$ cat config.mk
export PLATFORM = sky130hd
export DESIGN_NAME = atc_top
export DESIGN_NICKNAME = d
export VERILOG_FILES = /design/src/rtl/atc_pkg.sv /design/src/rtl/atc_top.sv /design/src/rtl/atc_sync3.sv /design/src/rtl/atc_xfer.sv
export SDC_FILE = /design/constraint.sdc
export NUM_CORES = 1
export LEC_CHECK = 0
export BUFFER_PORTS_ARGS = -buffer_cell sky130_fd_sc_hd__buf_2
export CAP_MARGIN = 0
export CORE_ASPECT_RATIO = 0.9
export CORE_MARGIN = 1.5
export CORE_UTILIZATION = 59
export CTS_CLUSTER_DIAMETER = 120
export DETAILED_ROUTE_END_ITERATION = 10
export PLACE_DENSITY = 0.87
export SETUP_SLACK_MARGIN = 0.5
export SLEW_MARGIN = 10
export SYNTH_ARGS = -nofsm -noshare
export SYNTH_HDL_FRONTEND = slang
export SYNTH_HIERARCHICAL = 1
export SYNTH_SLANG_ARGS = --single-unit
export TNS_END_PERCENT = 1
$ cat constraint.sdc
create_clock -name sys_clk_i -period 2.8 [get_ports sys_clk_i]
set_input_delay 0.14 -clock sys_clk_i [delete_from_list [all_inputs] [get_ports sys_clk_i]]
set_output_delay 0.14 -clock sys_clk_i [all_outputs]
set_load 0.02 [all_outputs]
$ cat src/rtl/atc_pkg.sv
// Constants and types shared by the asynchronous timer clock-crossing block
package atc_pkg;
  // Register byte offsets on the APB slave
  localparam logic [7:0] OFS_STATUS  = 8'h00;
  localparam logic [7:0] OFS_COUNT   = 8'h04;
  localparam logic [7:0] OFS_COMPARE = 8'h08;
  localparam logic [7:0] OFS_CONTROL = 8'h0c;
  localparam logic [7:0] OFS_FLAGS   = 8'h10;
  localparam logic [7:0] OFS_IRQ_EN  = 8'h14;

  // Status register fields
  localparam int unsigned ST_AS_BIT       = 3;
  localparam int unsigned ST_CNT_BUSY_BIT = 2;
  localparam int unsigned ST_CMP_BUSY_BIT = 1;
  localparam int unsigned ST_CTL_BUSY_BIT = 0;

  // Flag and enable fields
  localparam int unsigned FL_CMP_BIT = 0;
  localparam int unsigned FL_OVF_BIT = 1;

  // Control register fields
  localparam int unsigned CTL_RUN_LSB    = 0;
  localparam int unsigned CTL_RUN_MSB    = 2;
  localparam int unsigned CTL_TOGGLE_BIT = 4;

  // Reset values
  localparam logic [7:0] RST_COUNT   = 8'h00;
  localparam logic [7:0] RST_COMPARE = 8'h00;
  localparam logic [7:0] RST_CONTROL = 8'h00;
  localparam logic       RST_AS      = 1'b0;
  localparam logic [1:0] RST_FLAGS   = 2'h0;
  localparam logic [1:0] RST_IRQ_EN  = 2'h0;

  // Timing counts
  localparam int unsigned XFER_EDGES       = 2;
  localparam int unsigned FLAG_SYNC_CYCLES = 3;
  localparam int unsigned WAKE_HALT_CYCLES = 4;

  typedef enum logic [1:0] {
    WK_IDLE,
    WK_WAIT_TICK,
    WK_HALT,
    WK_REARM
  } atc_wake_t;
endpackage

$ cat src/rtl/atc_top.sv
// Asynchronous timer clocking, update-busy tracking and wake control
// Summary of operation
// - Status bit 3 picks system clock or oscillator pin; pins then claimed.
// - Switching clock source leaves counter, compare, control unprotected.
// - Async counter write sets busy bit 2 until destination loaded.
// - Async compare write sets busy bit 1 until destination loaded.
// - Async control write sets busy bit 0 until destination loaded.
// - Status bits 7 to 4 always read zero.
// - Counter reads live count; compare and control read holding registers.
// - Written value loads into destination after two oscillator rising edges.
// - Each destination has its own holding register.
// - Compare match suppressed while counter or compare transfer pending.
// - Wake logic needs one oscillator cycle to rearm before next sleep.
// - Wake starts on next timer cycle, then CPU halts four cycles.
// - Flags reach CPU domain three cycles after the timer cycle event.
// - Compare pin changes on timer tick, not through CPU synchroniser.
// - After power-save, counter reads old value until next oscillator edge.
// - Oscillator ticks stop only in power-down.
// - Hardware never changes compare or control on its own.
//
// The APB register port and the placing of the registers are this design's own decisions.
module atc_top (
  // Clock and reset
  input  wire logic        sys_clk_i,
  input  wire logic        rst_i,
  // APB slave
  input  wire logic        psel_i,
  input  wire logic        penable_i,
  input  wire logic        pwrite_i,
  input  wire logic [7:0]  paddr_i,
  input  wire logic [31:0] pwdata_i,
  output logic [31:0]      prdata_o,
  output logic             pready_o,
  output logic             pslverr_o,
  // Timer oscillator and power state
  input  wire logic        timer_osc_in_i,
  input  wire logic        power_save_i,
  input  wire logic        power_down_i,
  // Timer outputs
  output logic             compare_pin_o,
  output logic             osc_pins_claimed_o,
  output logic             compare_irq_o,
  output logic             overflow_irq_o,
  output logic             wake_o,
  output logic             cpu_halt_o
);
  localparam int unsigned PW = atc_pkg::FLAG_SYNC_CYCLES - 1;
  localparam logic [2:0] HALT_LAST = 3'(atc_pkg::WAKE_HALT_CYCLES - 1);

  initial begin
    // The pipeline slice below needs at least two stages before the flag
    if (atc_pkg::FLAG_SYNC_CYCLES < 3) begin
      $error("atc_top: flag sync needs at least three cycles");
    end
  end

  function automatic logic addr_hit(input logic [7:0] a);
    case (a)
      atc_pkg::OFS_STATUS,
      atc_pkg::OFS_COUNT,
      atc_pkg::OFS_COMPARE,
      atc_pkg::OFS_CONTROL,
      atc_pkg::OFS_FLAGS,
      atc_pkg::OFS_IRQ_EN: addr_hit = 1'b1;
      default: addr_hit = 1'b0;
    endcase
  endfunction

  // Register state
  logic            as_reg;
  logic [7:0]      count_reg;
  logic [7:0]      compare_reg;
  logic [7:0]      control_reg;
  logic [1:0]      flags_reg;
  logic [1:0]      irq_en_reg;
  logic [7:0]      frozen_reg;
  logic            freeze_reg;
  logic [PW-1:0]   cmp_pipe_reg;
  logic [PW-1:0]   ovf_pipe_reg;
  // APB outputs
  logic [31:0]     prdata_reg;
  logic            pready_reg;
  logic            pslverr_reg;
  // Timer outputs
  logic            pin_reg;
  logic            claimed_reg;
  logic            cmp_irq_reg;
  logic            ovf_irq_reg;
  logic            wake_reg;
  logic            halt_reg;
  logic [2:0]      halt_cnt_reg;
  atc_pkg::atc_wake_t wake_state_reg;

  // Internal nets
  logic       osc_rise;
  logic       tick;
  logic       run;
  logic       wr_en;
  logic       w_cnt;
  logic       w_cmp;
  logic       w_ctl;
  logic [7:0] cnt_hold;
  logic [7:0] cmp_hold;
  logic [7:0] ctl_hold;
  logic       cnt_busy;
  logic       cmp_busy;
  logic       ctl_busy;
  logic       cnt_load;
  logic       cmp_load;
  logic       ctl_load;
  logic       match_ev;
  logic       ovf_ev;
  logic [7:0] count_view;
  logic [7:0] status_view;
  logic       irq_pend;

  atc_sync3 u_osc_sync (
    .sys_clk_i (sys_clk_i),
    .rst_i     (rst_i),
    .async_i   (timer_osc_in_i),
    .level_o   (),
    .rise_o    (osc_rise)
  );

  // Oscillator keeps ticking in every sleep mode but power-down
  assign tick = as_reg ? (osc_rise && !power_down_i) : 1'b1;
  assign run  = |control_reg[atc_pkg::CTL_RUN_MSB:atc_pkg::CTL_RUN_LSB];

  // APB write strobes, taken only in the access cycle with pready
  assign wr_en = psel_i && penable_i && pready_reg && pwrite_i;
  assign w_cnt = wr_en && (paddr_i == atc_pkg::OFS_COUNT);
  assign w_cmp = wr_en && (paddr_i == atc_pkg::OFS_COMPARE);
  assign w_ctl = wr_en && (paddr_i == atc_pkg::OFS_CONTROL);

  // Rewrites while busy are not blocked; software must avoid them
  atc_xfer #(.W(8), .EDGES(atc_pkg::XFER_EDGES)) u_cnt_xfer (
    .sys_clk_i (sys_clk_i),
    .rst_i     (rst_i),
    .wr_i      (w_cnt),
    .wdata_i   (pwdata_i[7:0]),
    .async_i   (as_reg),
    .tick_i    (tick),
    .hold_o    (cnt_hold),
    .busy_o    (cnt_busy),
    .load_o    (cnt_load)
  );

  atc_xfer #(.W(8), .EDGES(atc_pkg::XFER_EDGES)) u_cmp_xfer (
    .sys_clk_i (sys_clk_i),
    .rst_i     (rst_i),
    .wr_i      (w_cmp),
    .wdata_i   (pwdata_i[7:0]),
    .async_i   (as_reg),
    .tick_i    (tick),
    .hold_o    (cmp_hold),
    .busy_o    (cmp_busy),
    .load_o    (cmp_load)
  );

  atc_xfer #(.W(8), .EDGES(atc_pkg::XFER_EDGES)) u_ctl_xfer (
    .sys_clk_i (sys_clk_i),
    .rst_i     (rst_i),
    .wr_i      (w_ctl),
    .wdata_i   (pwdata_i[7:0]),
    .async_i   (as_reg),
    .tick_i    (tick),
    .hold_o    (ctl_hold),
    .busy_o    (ctl_busy),
    .load_o    (ctl_load)
  );

  // Clock source select; a switch does not flush pending transfers
  always_ff @(posedge sys_clk_i) begin
    if (rst_i) begin
      as_reg <= atc_pkg::RST_AS;
    end else if (wr_en && paddr_i == atc_pkg::OFS_STATUS) begin
      as_reg <= pwdata_i[atc_pkg::ST_AS_BIT];
    end
  end

  always_ff @(posedge sys_clk_i) begin
    if (rst_i) begin
      claimed_reg <= 1'b0;
    end else begin
      claimed_reg <= as_reg;
    end
  end

  // Timer events; compare is blind while counter or compare is in flight
  assign match_ev = tick && run && !cnt_load && !cnt_busy && !cmp_busy &&
                    (count_reg == compare_reg);
  assign ovf_ev   = tick && run && !cnt_load && (count_reg == 8'hff);

  always_ff @(posedge sys_clk_i) begin
    if (rst_i) begin
      count_reg <= atc_pkg::RST_COUNT;
    end else if (cnt_load) begin
      count_reg <= cnt_hold;
    end else if (tick && run) begin
      count_reg <= count_reg + 8'h01;
    end
  end

  // Destinations change only from their holding registers
  always_ff @(posedge sys_clk_i) begin
    if (rst_i) begin
      compare_reg <= atc_pkg::RST_COMPARE;
      control_reg <= atc_pkg::RST_CONTROL;
    end else begin
      if (cmp_load) begin
        compare_reg <= cmp_hold;
      end
      if (ctl_load) begin
        control_reg <= ctl_hold;
      end
    end
  end

  // Pin follows the timer tick directly
  always_ff @(posedge sys_clk_i) begin
    if (rst_i) begin
      pin_reg <= 1'b0;
    end else if (match_ev && control_reg[atc_pkg::CTL_TOGGLE_BIT]) begin
      pin_reg <= !pin_reg;
    end
  end

  // Flag crossing: timer event, then a short CPU-side pipeline
  always_ff @(posedge sys_clk_i) begin
    if (rst_i) begin
      cmp_pipe_reg <= '0;
      ovf_pipe_reg <= '0;
    end else begin
      cmp_pipe_reg <= {cmp_pipe_reg[PW-2:0], match_ev};
      ovf_pipe_reg <= {ovf_pipe_reg[PW-2:0], ovf_ev};
    end
  end

  // Write one to clear; a new event wins over the clear
  always_ff @(posedge sys_clk_i) begin
    if (rst_i) begin
      flags_reg <= atc_pkg::RST_FLAGS;
    end else begin
      for (int i = 0; i < 2; i++) begin
        if ((i == atc_pkg::FL_CMP_BIT) ? cmp_pipe_reg[PW-1]
                                       : ovf_pipe_reg[PW-1]) begin
          flags_reg[i] <= 1'b1;
        end else if (wr_en && paddr_i == atc_pkg::OFS_FLAGS &&
                     pwdata_i[i]) begin
          flags_reg[i] <= 1'b0;
        end
      end
    end
  end

  always_ff @(posedge sys_clk_i) begin
    if (rst_i) begin
      irq_en_reg <= atc_pkg::RST_IRQ_EN;
    end else if (wr_en && paddr_i == atc_pkg::OFS_IRQ_EN) begin
      irq_en_reg <= pwdata_i[1:0];
    end
  end

  always_ff @(posedge sys_clk_i) begin
    if (rst_i) begin
      cmp_irq_reg <= 1'b0;
      ovf_irq_reg <= 1'b0;
    end else begin
      cmp_irq_reg <= flags_reg[atc_pkg::FL_CMP_BIT] &&
                     irq_en_reg[atc_pkg::FL_CMP_BIT];
      ovf_irq_reg <= flags_reg[atc_pkg::FL_OVF_BIT] &&
                     irq_en_reg[atc_pkg::FL_OVF_BIT];
    end
  end

  assign irq_pend = |(flags_reg & irq_en_reg);

  // Stale count after power-save until the next oscillator edge
  always_ff @(posedge sys_clk_i) begin
    if (rst_i) begin
      freeze_reg <= 1'b0;
      frozen_reg <= atc_pkg::RST_COUNT;
    end else begin
      if (as_reg && power_save_i) begin
        freeze_reg <= 1'b1;
      end else if (osc_rise || !as_reg) begin
        freeze_reg <= 1'b0;
      end
      if (!freeze_reg && !(as_reg && power_save_i)) begin
        frozen_reg <= count_reg;
      end
    end
  end

  assign count_view = freeze_reg ? frozen_reg : count_reg;

  // Wake sequencer
  always_ff @(posedge sys_clk_i) begin
    if (rst_i) begin
      wake_state_reg <= atc_pkg::WK_IDLE;
      wake_reg       <= 1'b0;
      halt_reg       <= 1'b0;
      halt_cnt_reg   <= 3'h0;
    end else begin
      wake_reg <= 1'b0;
      case (wake_state_reg)
        atc_pkg::WK_IDLE: begin
          if (power_save_i && irq_pend) begin
            wake_state_reg <= atc_pkg::WK_WAIT_TICK;
          end
        end
        atc_pkg::WK_WAIT_TICK: begin
          if (tick) begin
            wake_state_reg <= atc_pkg::WK_HALT;
            wake_reg       <= 1'b1;
            halt_reg       <= 1'b1;
            halt_cnt_reg   <= 3'h0;
          end
        end
        atc_pkg::WK_HALT: begin
          halt_cnt_reg <= halt_cnt_reg + 3'h1;
          if (halt_cnt_reg == HALT_LAST) begin
            halt_reg       <= 1'b0;
            wake_state_reg <= atc_pkg::WK_REARM;
          end
        end
        atc_pkg::WK_REARM: begin
          // A sleep before this tick misses its wake-up
          if (tick) begin
            wake_state_reg <= atc_pkg::WK_IDLE;
          end
        end
        default: wake_state_reg <= atc_pkg::WK_IDLE;
      endcase
    end
  end

  assign status_view = {4'h0, as_reg, cnt_busy, cmp_busy, ctl_busy};

  // APB answer one cycle into the access phase
  always_ff @(posedge sys_clk_i) begin
    if (rst_i) begin
      pready_reg  <= 1'b0;
      pslverr_reg <= 1'b0;
      prdata_reg  <= 32'h0;
    end else if (psel_i && !penable_i) begin
      pready_reg  <= 1'b1;
      pslverr_reg <= !addr_hit(paddr_i);
      prdata_reg  <= 32'h0;
      if (!pwrite_i) begin
        case (paddr_i)
          atc_pkg::OFS_STATUS:  prdata_reg <= {24'h0, status_view};
          atc_pkg::OFS_COUNT:   prdata_reg <= {24'h0, count_view};
          atc_pkg::OFS_COMPARE: prdata_reg <= {24'h0, cmp_hold};
          atc_pkg::OFS_CONTROL: prdata_reg <= {24'h0, ctl_hold};
          atc_pkg::OFS_FLAGS:   prdata_reg <= {30'h0, flags_reg};
          atc_pkg::OFS_IRQ_EN:  prdata_reg <= {30'h0, irq_en_reg};
          default:              prdata_reg <= 32'h0;
        endcase
      end
    end else begin
      pready_reg  <= 1'b0;
      pslverr_reg <= 1'b0;
    end
  end

  assign prdata_o           = prdata_reg;
  assign pready_o           = pready_reg;
  assign pslverr_o          = pslverr_reg;
  assign compare_pin_o      = pin_reg;
  assign osc_pins_claimed_o = claimed_reg;
  assign compare_irq_o      = cmp_irq_reg;
  assign overflow_irq_o     = ovf_irq_reg;
  assign wake_o             = wake_reg;
  assign cpu_halt_o         = halt_reg;

  AST_PINS_CLAIMED: assert property (@(posedge sys_clk_i) disable iff (rst_i)
    as_reg |=> osc_pins_claimed_o) else $error("pins not claimed");

  AST_STATUS_RESERVED: assert property (@(posedge sys_clk_i)
    disable iff (rst_i)
    psel_i && !penable_i && !pwrite_i && paddr_i == atc_pkg::OFS_STATUS
    |=> prdata_o[31:4] == 28'h0 && prdata_o[3] == $past(as_reg))
    else $error("status upper bits not zero");

  AST_CNT_BUSY_SET: assert property (@(posedge sys_clk_i) disable iff (rst_i)
    w_cnt && as_reg |=> cnt_busy) else $error("counter busy not set");

  AST_CMP_BUSY_SET: assert property (@(posedge sys_clk_i) disable iff (rst_i)
    w_cmp && as_reg |=> cmp_busy ##1 cmp_busy)
    else $error("compare busy not set");

  AST_CTL_BUSY_SET: assert property (@(posedge sys_clk_i) disable iff (rst_i)
    w_ctl && as_reg |=> ctl_busy) else $error("control busy not set");

  AST_NO_MATCH_BUSY: assert property (@(posedge sys_clk_i) disable iff (rst_i)
    (cnt_busy || cmp_busy) |-> !match_ev)
    else $error("match while transfer pending");

  AST_FLAG_THREE: assert property (@(posedge sys_clk_i) disable iff (rst_i)
    match_ev |-> ##3 flags_reg[atc_pkg::FL_CMP_BIT])
    else $error("compare flag not set three cycles later");

  AST_HALT_FOUR: assert property (@(posedge sys_clk_i) disable iff (rst_i)
    $rose(cpu_halt_o) |-> cpu_halt_o[*4] ##1 !cpu_halt_o)
    else $error("halt not four cycles");

  AST_CMP_READ_HOLD: assert property (@(posedge sys_clk_i) disable iff (rst_i)
    psel_i && !penable_i && !pwrite_i && paddr_i == atc_pkg::OFS_COMPARE
    |=> prdata_o[7:0] == $past(cmp_hold))
    else $error("compare read not holding value");

  AST_PIN_ON_MATCH: assert property (@(posedge sys_clk_i) disable iff (rst_i)
    match_ev && control_reg[atc_pkg::CTL_TOGGLE_BIT]
    |=> compare_pin_o != $past(compare_pin_o))
    else $error("pin did not change on match");
endmodule

$ cat src/rtl/atc_sync3.sv
// Three-stage synchroniser with agreement filter and rising-edge pulse
module atc_sync3 (
  // Clock and reset
  input  wire logic sys_clk_i,
  input  wire logic rst_i,
  // Asynchronous input
  input  wire logic async_i,
  // Synchronised outputs
  output logic      level_o,
  output logic      rise_o
);
  logic ff1_reg;
  logic ff2_reg;
  logic ff3_reg;
  logic level_reg;
  logic rise_reg;

  always_ff @(posedge sys_clk_i) begin
    if (rst_i) begin
      ff1_reg <= 1'b0;
      ff2_reg <= 1'b0;
      ff3_reg <= 1'b0;
    end else begin
      ff1_reg <= async_i;
      ff2_reg <= ff1_reg;
      ff3_reg <= ff2_reg;
    end
  end

  // Only accept a change once stages two and three agree
  always_ff @(posedge sys_clk_i) begin
    if (rst_i) begin
      level_reg <= 1'b0;
      rise_reg  <= 1'b0;
    end else begin
      if (ff2_reg == ff3_reg) begin
        level_reg <= ff2_reg;
      end
      rise_reg <= (ff2_reg == ff3_reg) && ff2_reg && !level_reg;
    end
  end

  assign level_o = level_reg;
  assign rise_o  = rise_reg;
endmodule

$ cat src/rtl/atc_xfer.sv
// Holding register and timed transfer into the timer domain
module atc_xfer #(
  parameter int unsigned W     = 8,
  parameter int unsigned EDGES = atc_pkg::XFER_EDGES
) (
  // Clock and reset
  input  wire logic         sys_clk_i,
  input  wire logic         rst_i,
  // CPU side
  input  wire logic         wr_i,
  input  wire logic [W-1:0] wdata_i,
  input  wire logic         async_i,
  // Timer clock edge pulse
  input  wire logic         tick_i,
  // Outputs
  output logic [W-1:0]      hold_o,
  output logic              busy_o,
  output logic              load_o
);
  localparam int unsigned CW = $clog2(EDGES + 1);
  localparam logic [CW-1:0] LAST = CW'(EDGES - 1);

  initial begin
    if (EDGES < 1 || W < 1) begin
      $error("atc_xfer: EDGES and W must be at least one");
    end
  end

  logic [W-1:0]  hold_reg;
  logic          busy_reg;
  logic          load_reg;
  logic [CW-1:0] edge_reg;
  logic          fire;

  assign fire = busy_reg && !load_reg && tick_i && (edge_reg == LAST);

  // Private holding register per destination
  always_ff @(posedge sys_clk_i) begin
    if (rst_i) begin
      hold_reg <= '0;
    end else if (wr_i) begin
      hold_reg <= wdata_i;
    end
  end

  always_ff @(posedge sys_clk_i) begin
    if (rst_i || wr_i) begin
      edge_reg <= '0;
    end else if (busy_reg && tick_i && edge_reg != LAST) begin
      edge_reg <= edge_reg + CW'(1);
    end
  end

  // Busy drops at the edge the destination loads, never earlier
  always_ff @(posedge sys_clk_i) begin
    if (rst_i) begin
      busy_reg <= 1'b0;
    end else if (wr_i) begin
      busy_reg <= async_i;
    end else if (load_reg) begin
      busy_reg <= 1'b0;
    end
  end

  always_ff @(posedge sys_clk_i) begin
    if (rst_i) begin
      load_reg <= 1'b0;
    end else begin
      load_reg <= (wr_i && !async_i) || fire;
    end
  end

  assign hold_o = hold_reg;
  assign busy_o = busy_reg;
  assign load_o = load_reg;

  AST_SYNC_LOAD_NEXT: assert property (@(posedge sys_clk_i) disable iff (rst_i)
    wr_i && !async_i |=> load_o) else $error("sync write not loaded");

  AST_BUSY_UNTIL_LOAD: assert property (@(posedge sys_clk_i)
    disable iff (rst_i)
    busy_o && !load_o && !wr_i |=> busy_o) else $error("busy fell early");
endmodule

# == Word level (Yosys, flattened, before mapping) ==
# Index checks and enable logic that the tools add are counted.
# totals
in_bits,48
reg_bits,125
output_inout_bits,40
elab_cells,185
romBits,0
ramBits,0
latchBits,0
mem_count,0
# classes
n_mul,0
shifts,0
bitwise_logic,3
add_sub_neg,5
n_eq_ne,22
n_div,0
reduce_logical,83
magnitude_cmp,0
muxes,33
# ops
cell,n
$pmux W8 S6,1
$logic_and A1 B1 Y1,45
$mux W8,4
$mux W1,20
$eq A8 B4 Y1 const B,2
$eq A8 B5 Y1 const B,2
$reduce_bool A2 Y1,8
$logic_not A1 Y1,13
$add A8 B1 Y8 const B,1
$eq A2 B1 Y1 const B,4
$eq A8 B3 Y1 const B,1
$eq A8 B8 Y1,1
$eq A8 B8 Y1 const B,1
$logic_not A8 Y1,1
$mux W2,4
$ne A2 B2 Y1 const B,4
$pmux W2 S4,1
$logic_or A1 B1 Y1,7
$add A2 B1 Y2 const B,3
$ne A2 B1 Y1 const B,3
$pmux W3 S2,1
$reduce_or A2 Y1,3
$reduce_or A6 Y1,1
$eq A2 B2 Y1 const B,2
12 further kinds,13

# == Depth between registers and ports, before layout ==
# depth
word_depth,9
ltp_mapped,7
ltp_nobuf,6

# == Cells and area by module ==
# Netlist, hierarchy kept.
# modules_own_cells
module,seq_area_each_um2,n_inst,area_per_inst_um2,cells_per_inst
atc_top,1181.1,1,3055.4,347
atc_xfer,240.2,3,470.5,45
atc_sync3,100.1,1,157.7,12

# == Least setup slack after synthesis ==
# Ideal clock, no wire load.
# synth_timing
path_kind,register to register
startpoint,reg pready_reg (netlist: pready_o)
endpoint,reg u_cnt_xfer.hold_reg[0] (netlist: u_cnt_xfer/hold_o[0])
synth_period_minus_slack_ns,1.664
t_required_ns,2.672
path_stages_with_launch,7
setup_time_ns,0.128
arrival_ns,1.536
n_path_buf,1
path_slack_ns,1.136
cell_sequence,dfxtp_1 > and4_1 > nand4b_1 > nor2b_1 > buf_4 > mux2i_1 > nor2_1
# synth_via
elab_chain_len,3
# synth_rtl
element,line_no,source
from (decl),atc_top.sv:82,logic pready_reg;
from (signal assigned),atc_top.sv:343,pready_reg <= 1'b0;
from (signal assigned),atc_top.sv:347,pready_reg <= 1'b1;
from (signal assigned),atc_top.sv:362,pready_reg <= 1'b0;
$logic_and A1 B1 Y1 (2 in a row),atc_top.sv:130,assign wr_en = psel_i && penable_i && pready_reg && pwrite_i;
$logic_and A1 B1 Y1,atc_top.sv:131,assign w_cnt = wr_en && (paddr_i == atc_pkg::OFS_COUNT);
named net w_cnt,atc_top.sv:99,logic w_cnt;
to (signal assigned),atc_xfer.sv:42,hold_reg <= wdata_i;
to (decl),atc_xfer.sv:29,logic [W-1:0] hold_reg;
# The timed path passes the listed nets, and every way through them passes these cells.
# A chain may end at the register's enable or synchronous reset.

# == Worst setup path in the final report ==
# layout_timing
startpoint,reg freeze_reg
endpoint,reg prdata_reg[3] (netlist: prdata_o[3])
# layout_via
elab_chain_len,3
# layout_rtl
element,line_no,source
from (decl),atc_top.sv:77,logic freeze_reg;
from (signal assigned),atc_top.sv:281,freeze_reg <= 1'b0;
from (signal assigned),atc_top.sv:285,freeze_reg <= 1'b1;
from (signal assigned),atc_top.sv:287,freeze_reg <= 1'b0;
$mux W8,atc_top.sv:295,assign count_view = freeze_reg ? frozen_reg : count_reg;
$pmux W8 S6,atc_top.sv:351,case (paddr_i)
$mux W8,atc_top.sv:350,if (!pwrite_i) begin
to (signal assigned),atc_top.sv:352,"atc_pkg::OFS_STATUS: prdata_reg <= {24'h0, status_view};"
to (signal assigned),atc_top.sv:353,"atc_pkg::OFS_COUNT: prdata_reg <= {24'h0, count_view};"
to (signal assigned),atc_top.sv:354,"atc_pkg::OFS_COMPARE: prdata_reg <= {24'h0, cmp_hold};"
to (decl),atc_top.sv:81,logic [31:0] prdata_reg;
# Every way passes these cells.

==> out/results.txt <==
The run finished with clean final reports. The final number of max-transition violations came out at 0. The fill cell total of the finished layout is 599. For the worst max-slew margin expressed relative to the limit, the log shows 59.94%. For this run, the post-layout net count is 589. The run gives 0 as the overflow left after global routing. Across the VDD grid, the largest voltage drop is 0.3041 mV. The initial antenna violation count was 0; the number of library cell types mapped by synthesis was 58. The prevailing post-synth register cell is sky130_fd_sc_hd__dfxtp_1. The tools report the reg-to-reg endpoint as prdata_o[3]. The cell accounting for the most synthesized area is sky130_fd_sc_hd__dfxtp_1.

The startpoint identified for the worst register-to-register timing path is freeze_reg. For the global-route wire length before repair, the log shows 16540 um. Measured in cells, the most critical reg-to-reg path has a length of 3. For the reported max-cap violation count, the log shows 0. Of the synthesized area, sequential elements account for 43.29%.

Once the clock tree was built, the setup fixing pass inserted 0 buffers. Yosys mapped a number of flops with a built-in enable equal to 0. The placeable core region was 7582 um^2; the worst-margin pin slew was 600.9 ps. Data on the critical path arrives at its endpoint at 2090 ps.

The via count of the first global-routing pass is 3421. The die covers 8379 um^2. The setup skew after layout is 8.302 ps. The most critical setup path has its endpoint at prdata_o[3]. In the finished design, the share of the clock period the worst path needs comes to 65.25%. In this run the remaining antenna-violating nets after routing total 0. At the worst endpoint, the required time is 3060 ps. In the final routed layout, each cell accounts on average for 15.78 um. The tools report the final routed wirelength across all metal layers as 9940 um. In this run the worst hold path is classified as in -> reg.

Dividing the synthesized area by the synthesized cell count gives 9.361 um^2. The count of buffers added on input and output ports is 39. The top-area cell type share of the netlist area came out at 43.29%. The first-pass iteration count of the detailed router is 5.

In this run the horizontal extent of the chip is 96.32 um. Synthesis inferred 100 register bits. Using the TritonRoute via totals, the vias-per-cell ratio works out to 5.686. Static timing analysis puts the maximum clock frequency at 547.3 MHz.

The routed layout has 3582 vias. The count of pins on the block boundary was 88; the number of buffers created by CTS was 9. The tools report the leakage power total as 1.918 nW.

For this run, the total global-route usage over all layers was measured as 26.15%. The cell with the most instances after synthesis is sky130_fd_sc_hd__dfxtp_1. The final critical path time including I/O delays and setup was 1827 ps.

In this run the deepest clock path goes through 2 buffers. The worst setup path is captured at a register. The floorplan has 30 rows. At the end of the flow the core is filled with cells to 65.97%. The congestion estimate from routability-driven global placement came to 0.8507.

The height of the chip came out at 86.99 um. In the post-synthesis netlist, the biggest area contributors are sky130_fd_sc_hd__dfxtp_1 43%, sky130_fd_sc_hd__mux2i_1 12%, sky130_fd_sc_hd__nor2_1 5.0%, sky130_fd_sc_hd__buf_4 4.4%, sky130_fd_sc_hd__nand2_1 3.5%. Entering global routing, the biggest net connects 46 pins. The cell count after synthesis came out at 494. The clock insertion delay at the later pin of the skew report came out at 370 ps.

The master cell of the clock root buffer was sky130_fd_sc_hd__clkbuf_8. From synthesis to final layout, the design area changed by 8.171%. The clock drives 100 sinks.

The H-tree generated during clock tree synthesis spans 3 levels. For this run, the number of Yosys warnings is 6. The starting utilization of the core area was 60.99%. The worst setup path is launched from a register. The register clock-pin slew on the reported worst setup and hold paths works out to 90 ps.

Type of the setup path with the least slack: reg -> reg. The total power divided by cell area works out to 504.1 nW/um^2. In this run the cell area of the synthesized design comes to 4624 um^2. Cells with a size suffix above 1 make up 13.30% of the layout. Setup repair after global routing left no endpoint under its margin. Along the worst path, the maximum fanout reaches 12.

Placed wire-length estimate after detailed placement: 7263 um. Start point of the critical path: freeze_reg. TritonCTS built the clock tree. The sum of negative setup slack came out at 0 ps.

The tools report the total inserted antenna cells as 0. Setup violations remaining at the end of the flow were counted as 0. The first routing iteration left 250 violations.

Of all flip-flops after synthesis, the portion carrying an async set or reset was 0%. The run gives 0 as the number of remaining DRC errors. By count the netlist is led by 100 x sky130_fd_sc_hd__dfxtp_1, 62 x sky130_fd_sc_hd__nor2_1, 54 x sky130_fd_sc_hd__mux2i_1, 43 x sky130_fd_sc_hd__nand2_1, 27 x sky130_fd_sc_hd__buf_4. The run gives 970 ps as the slack of the worst reg-to-reg path. The tools report the final hold violation count as 0.
-- worst min path at each step --
| stage | depth (start not counted) | slack (ps) | startpoint | end |
|---|---|---|---|---|
| floorplan | 1 | 210 | rst_i | u_osc_sync/rise_o |
| global placement | 2 | 370 | timer_osc_in_i | u_osc_sync/ff1_reg |
| detailed placement | 2 | 360 | timer_osc_in_i | u_osc_sync/ff1_reg |
| CTS | 3 | 50 | pwdata_i[6] | u_cmp_xfer/hold_o[6] |
| global route | 3 | 60 | pwdata_i[7] | u_ctl_xfer/hold_o[7] |
| finish | 3 | 50 | pwdata_i[7] | u_cmp_xfer/hold_o[7] |
-- worst max-delay path: stages, from the launching register on --
cell                      delay [ps]
sky130_fd_sc_hd__dfxtp_1         650
sky130_fd_sc_hd__mux2_2          410
sky130_fd_sc_hd__mux4_2          460
sky130_fd_sc_hd__a22o_1          200
-- power breakdown --
part | leakage (nW) | internal (mW) | switching, mW | total [mW]
registers | 0.806 | 1.43 | 0.00813 | 1.44
clock network | 0.0989 | 0.423 | 0.477 | 0.899
logic | 1.01 | 0.0529 | 0.127 | 0.180
total | 1.92 | 1.91 | 0.612 | 2.52
-- through the flow --
step	worst slack (ps)	instance area [um^2]	total power, mW	hold WS, ps	std cells
floorplan	1136	4711	1.620	210.7	517
global placement	1020	4793	1.645	368.2	613
detailed placement	983.3	4793	1.652	361.0	613
CTS	995.2	5002	2.533	52.65	630
global route	928.6	5002	2.615	55.26	630
finish	973.0	5002	2.522	53.86	630
-- timing repair --
item | in CTS | in global routing
hold buffers | 1 | 0
hold endpoints to repair | 1 | 0
resized for setup | 0 | 0
-- final cells by class --
type                            count  area [um^2]  area share (%)
Sequential cell                   100         2002           40.02
Inverter                           19        71.32           1.426
Clock buffer                       14        182.7           3.652
Multi-Input combinational cell    352         2352           47.02
Clock inverter                      2        16.27          0.3252
Tap cell                           96        120.1           2.401
Timing Repair Buffer               47        257.7           5.153
-- per-layer routing --
layer  global-route usage (%)  wire length (um)  vias up
li1                         -                 -     1719
met1                    34.21              4371     1707
met2                    41.49              4640      136
met3                    7.504               708       20
met4                    8.827               219        0
met5                        0                 0        -
-- logic make-up (layout without fill, tap and decap cells) --
family / after synthesis / after routing / share of synthesized area [%]
AND/OR/NAND/NOR: 173 / 173 / 19.21
flip-flops: 100 / 100 / 43.29
AO/OA/AOI/OAI: 65 / 65 / 9.308
buffers and inverters: 65 / 82 / 7.711
multiplexers: 62 / 62 / 14.12
XOR/XNOR: 16 / 16 / 3.030
adder cells (fa/ha/maj): 12 / 12 / 3.247
other: 1 / 24 / 0.08109
-- layout by cell type (no fill, tap or decap), drive strengths merged, types with 3 or more instances in the layout --
master  synthesis  final
a21oi          22     22
a22o            3      3
a22oi           5      5
and3            4      4
and3b           3      3
buf            33     46
clkbuf         13     14
clkinv          2      3
conb            1     24
dfxtp         100    100
ha             12     12
inv            17     17
mux2            6      6
mux2i          54     54
nand2          43     43
nand2b          5      5
nand3           5      5
nand4           5      5
nand4b          7      7
nor2           62     62
nor2b          11     11
nor3            9      9
nor3b           4      4
nor4            3      3
o211a           4      4
o21a            3      3
o21ai          13     13
or3             3      3
or3b            3      3
xnor2          13     13
xor2            3      3
Power figures use the tool's default switching activity.
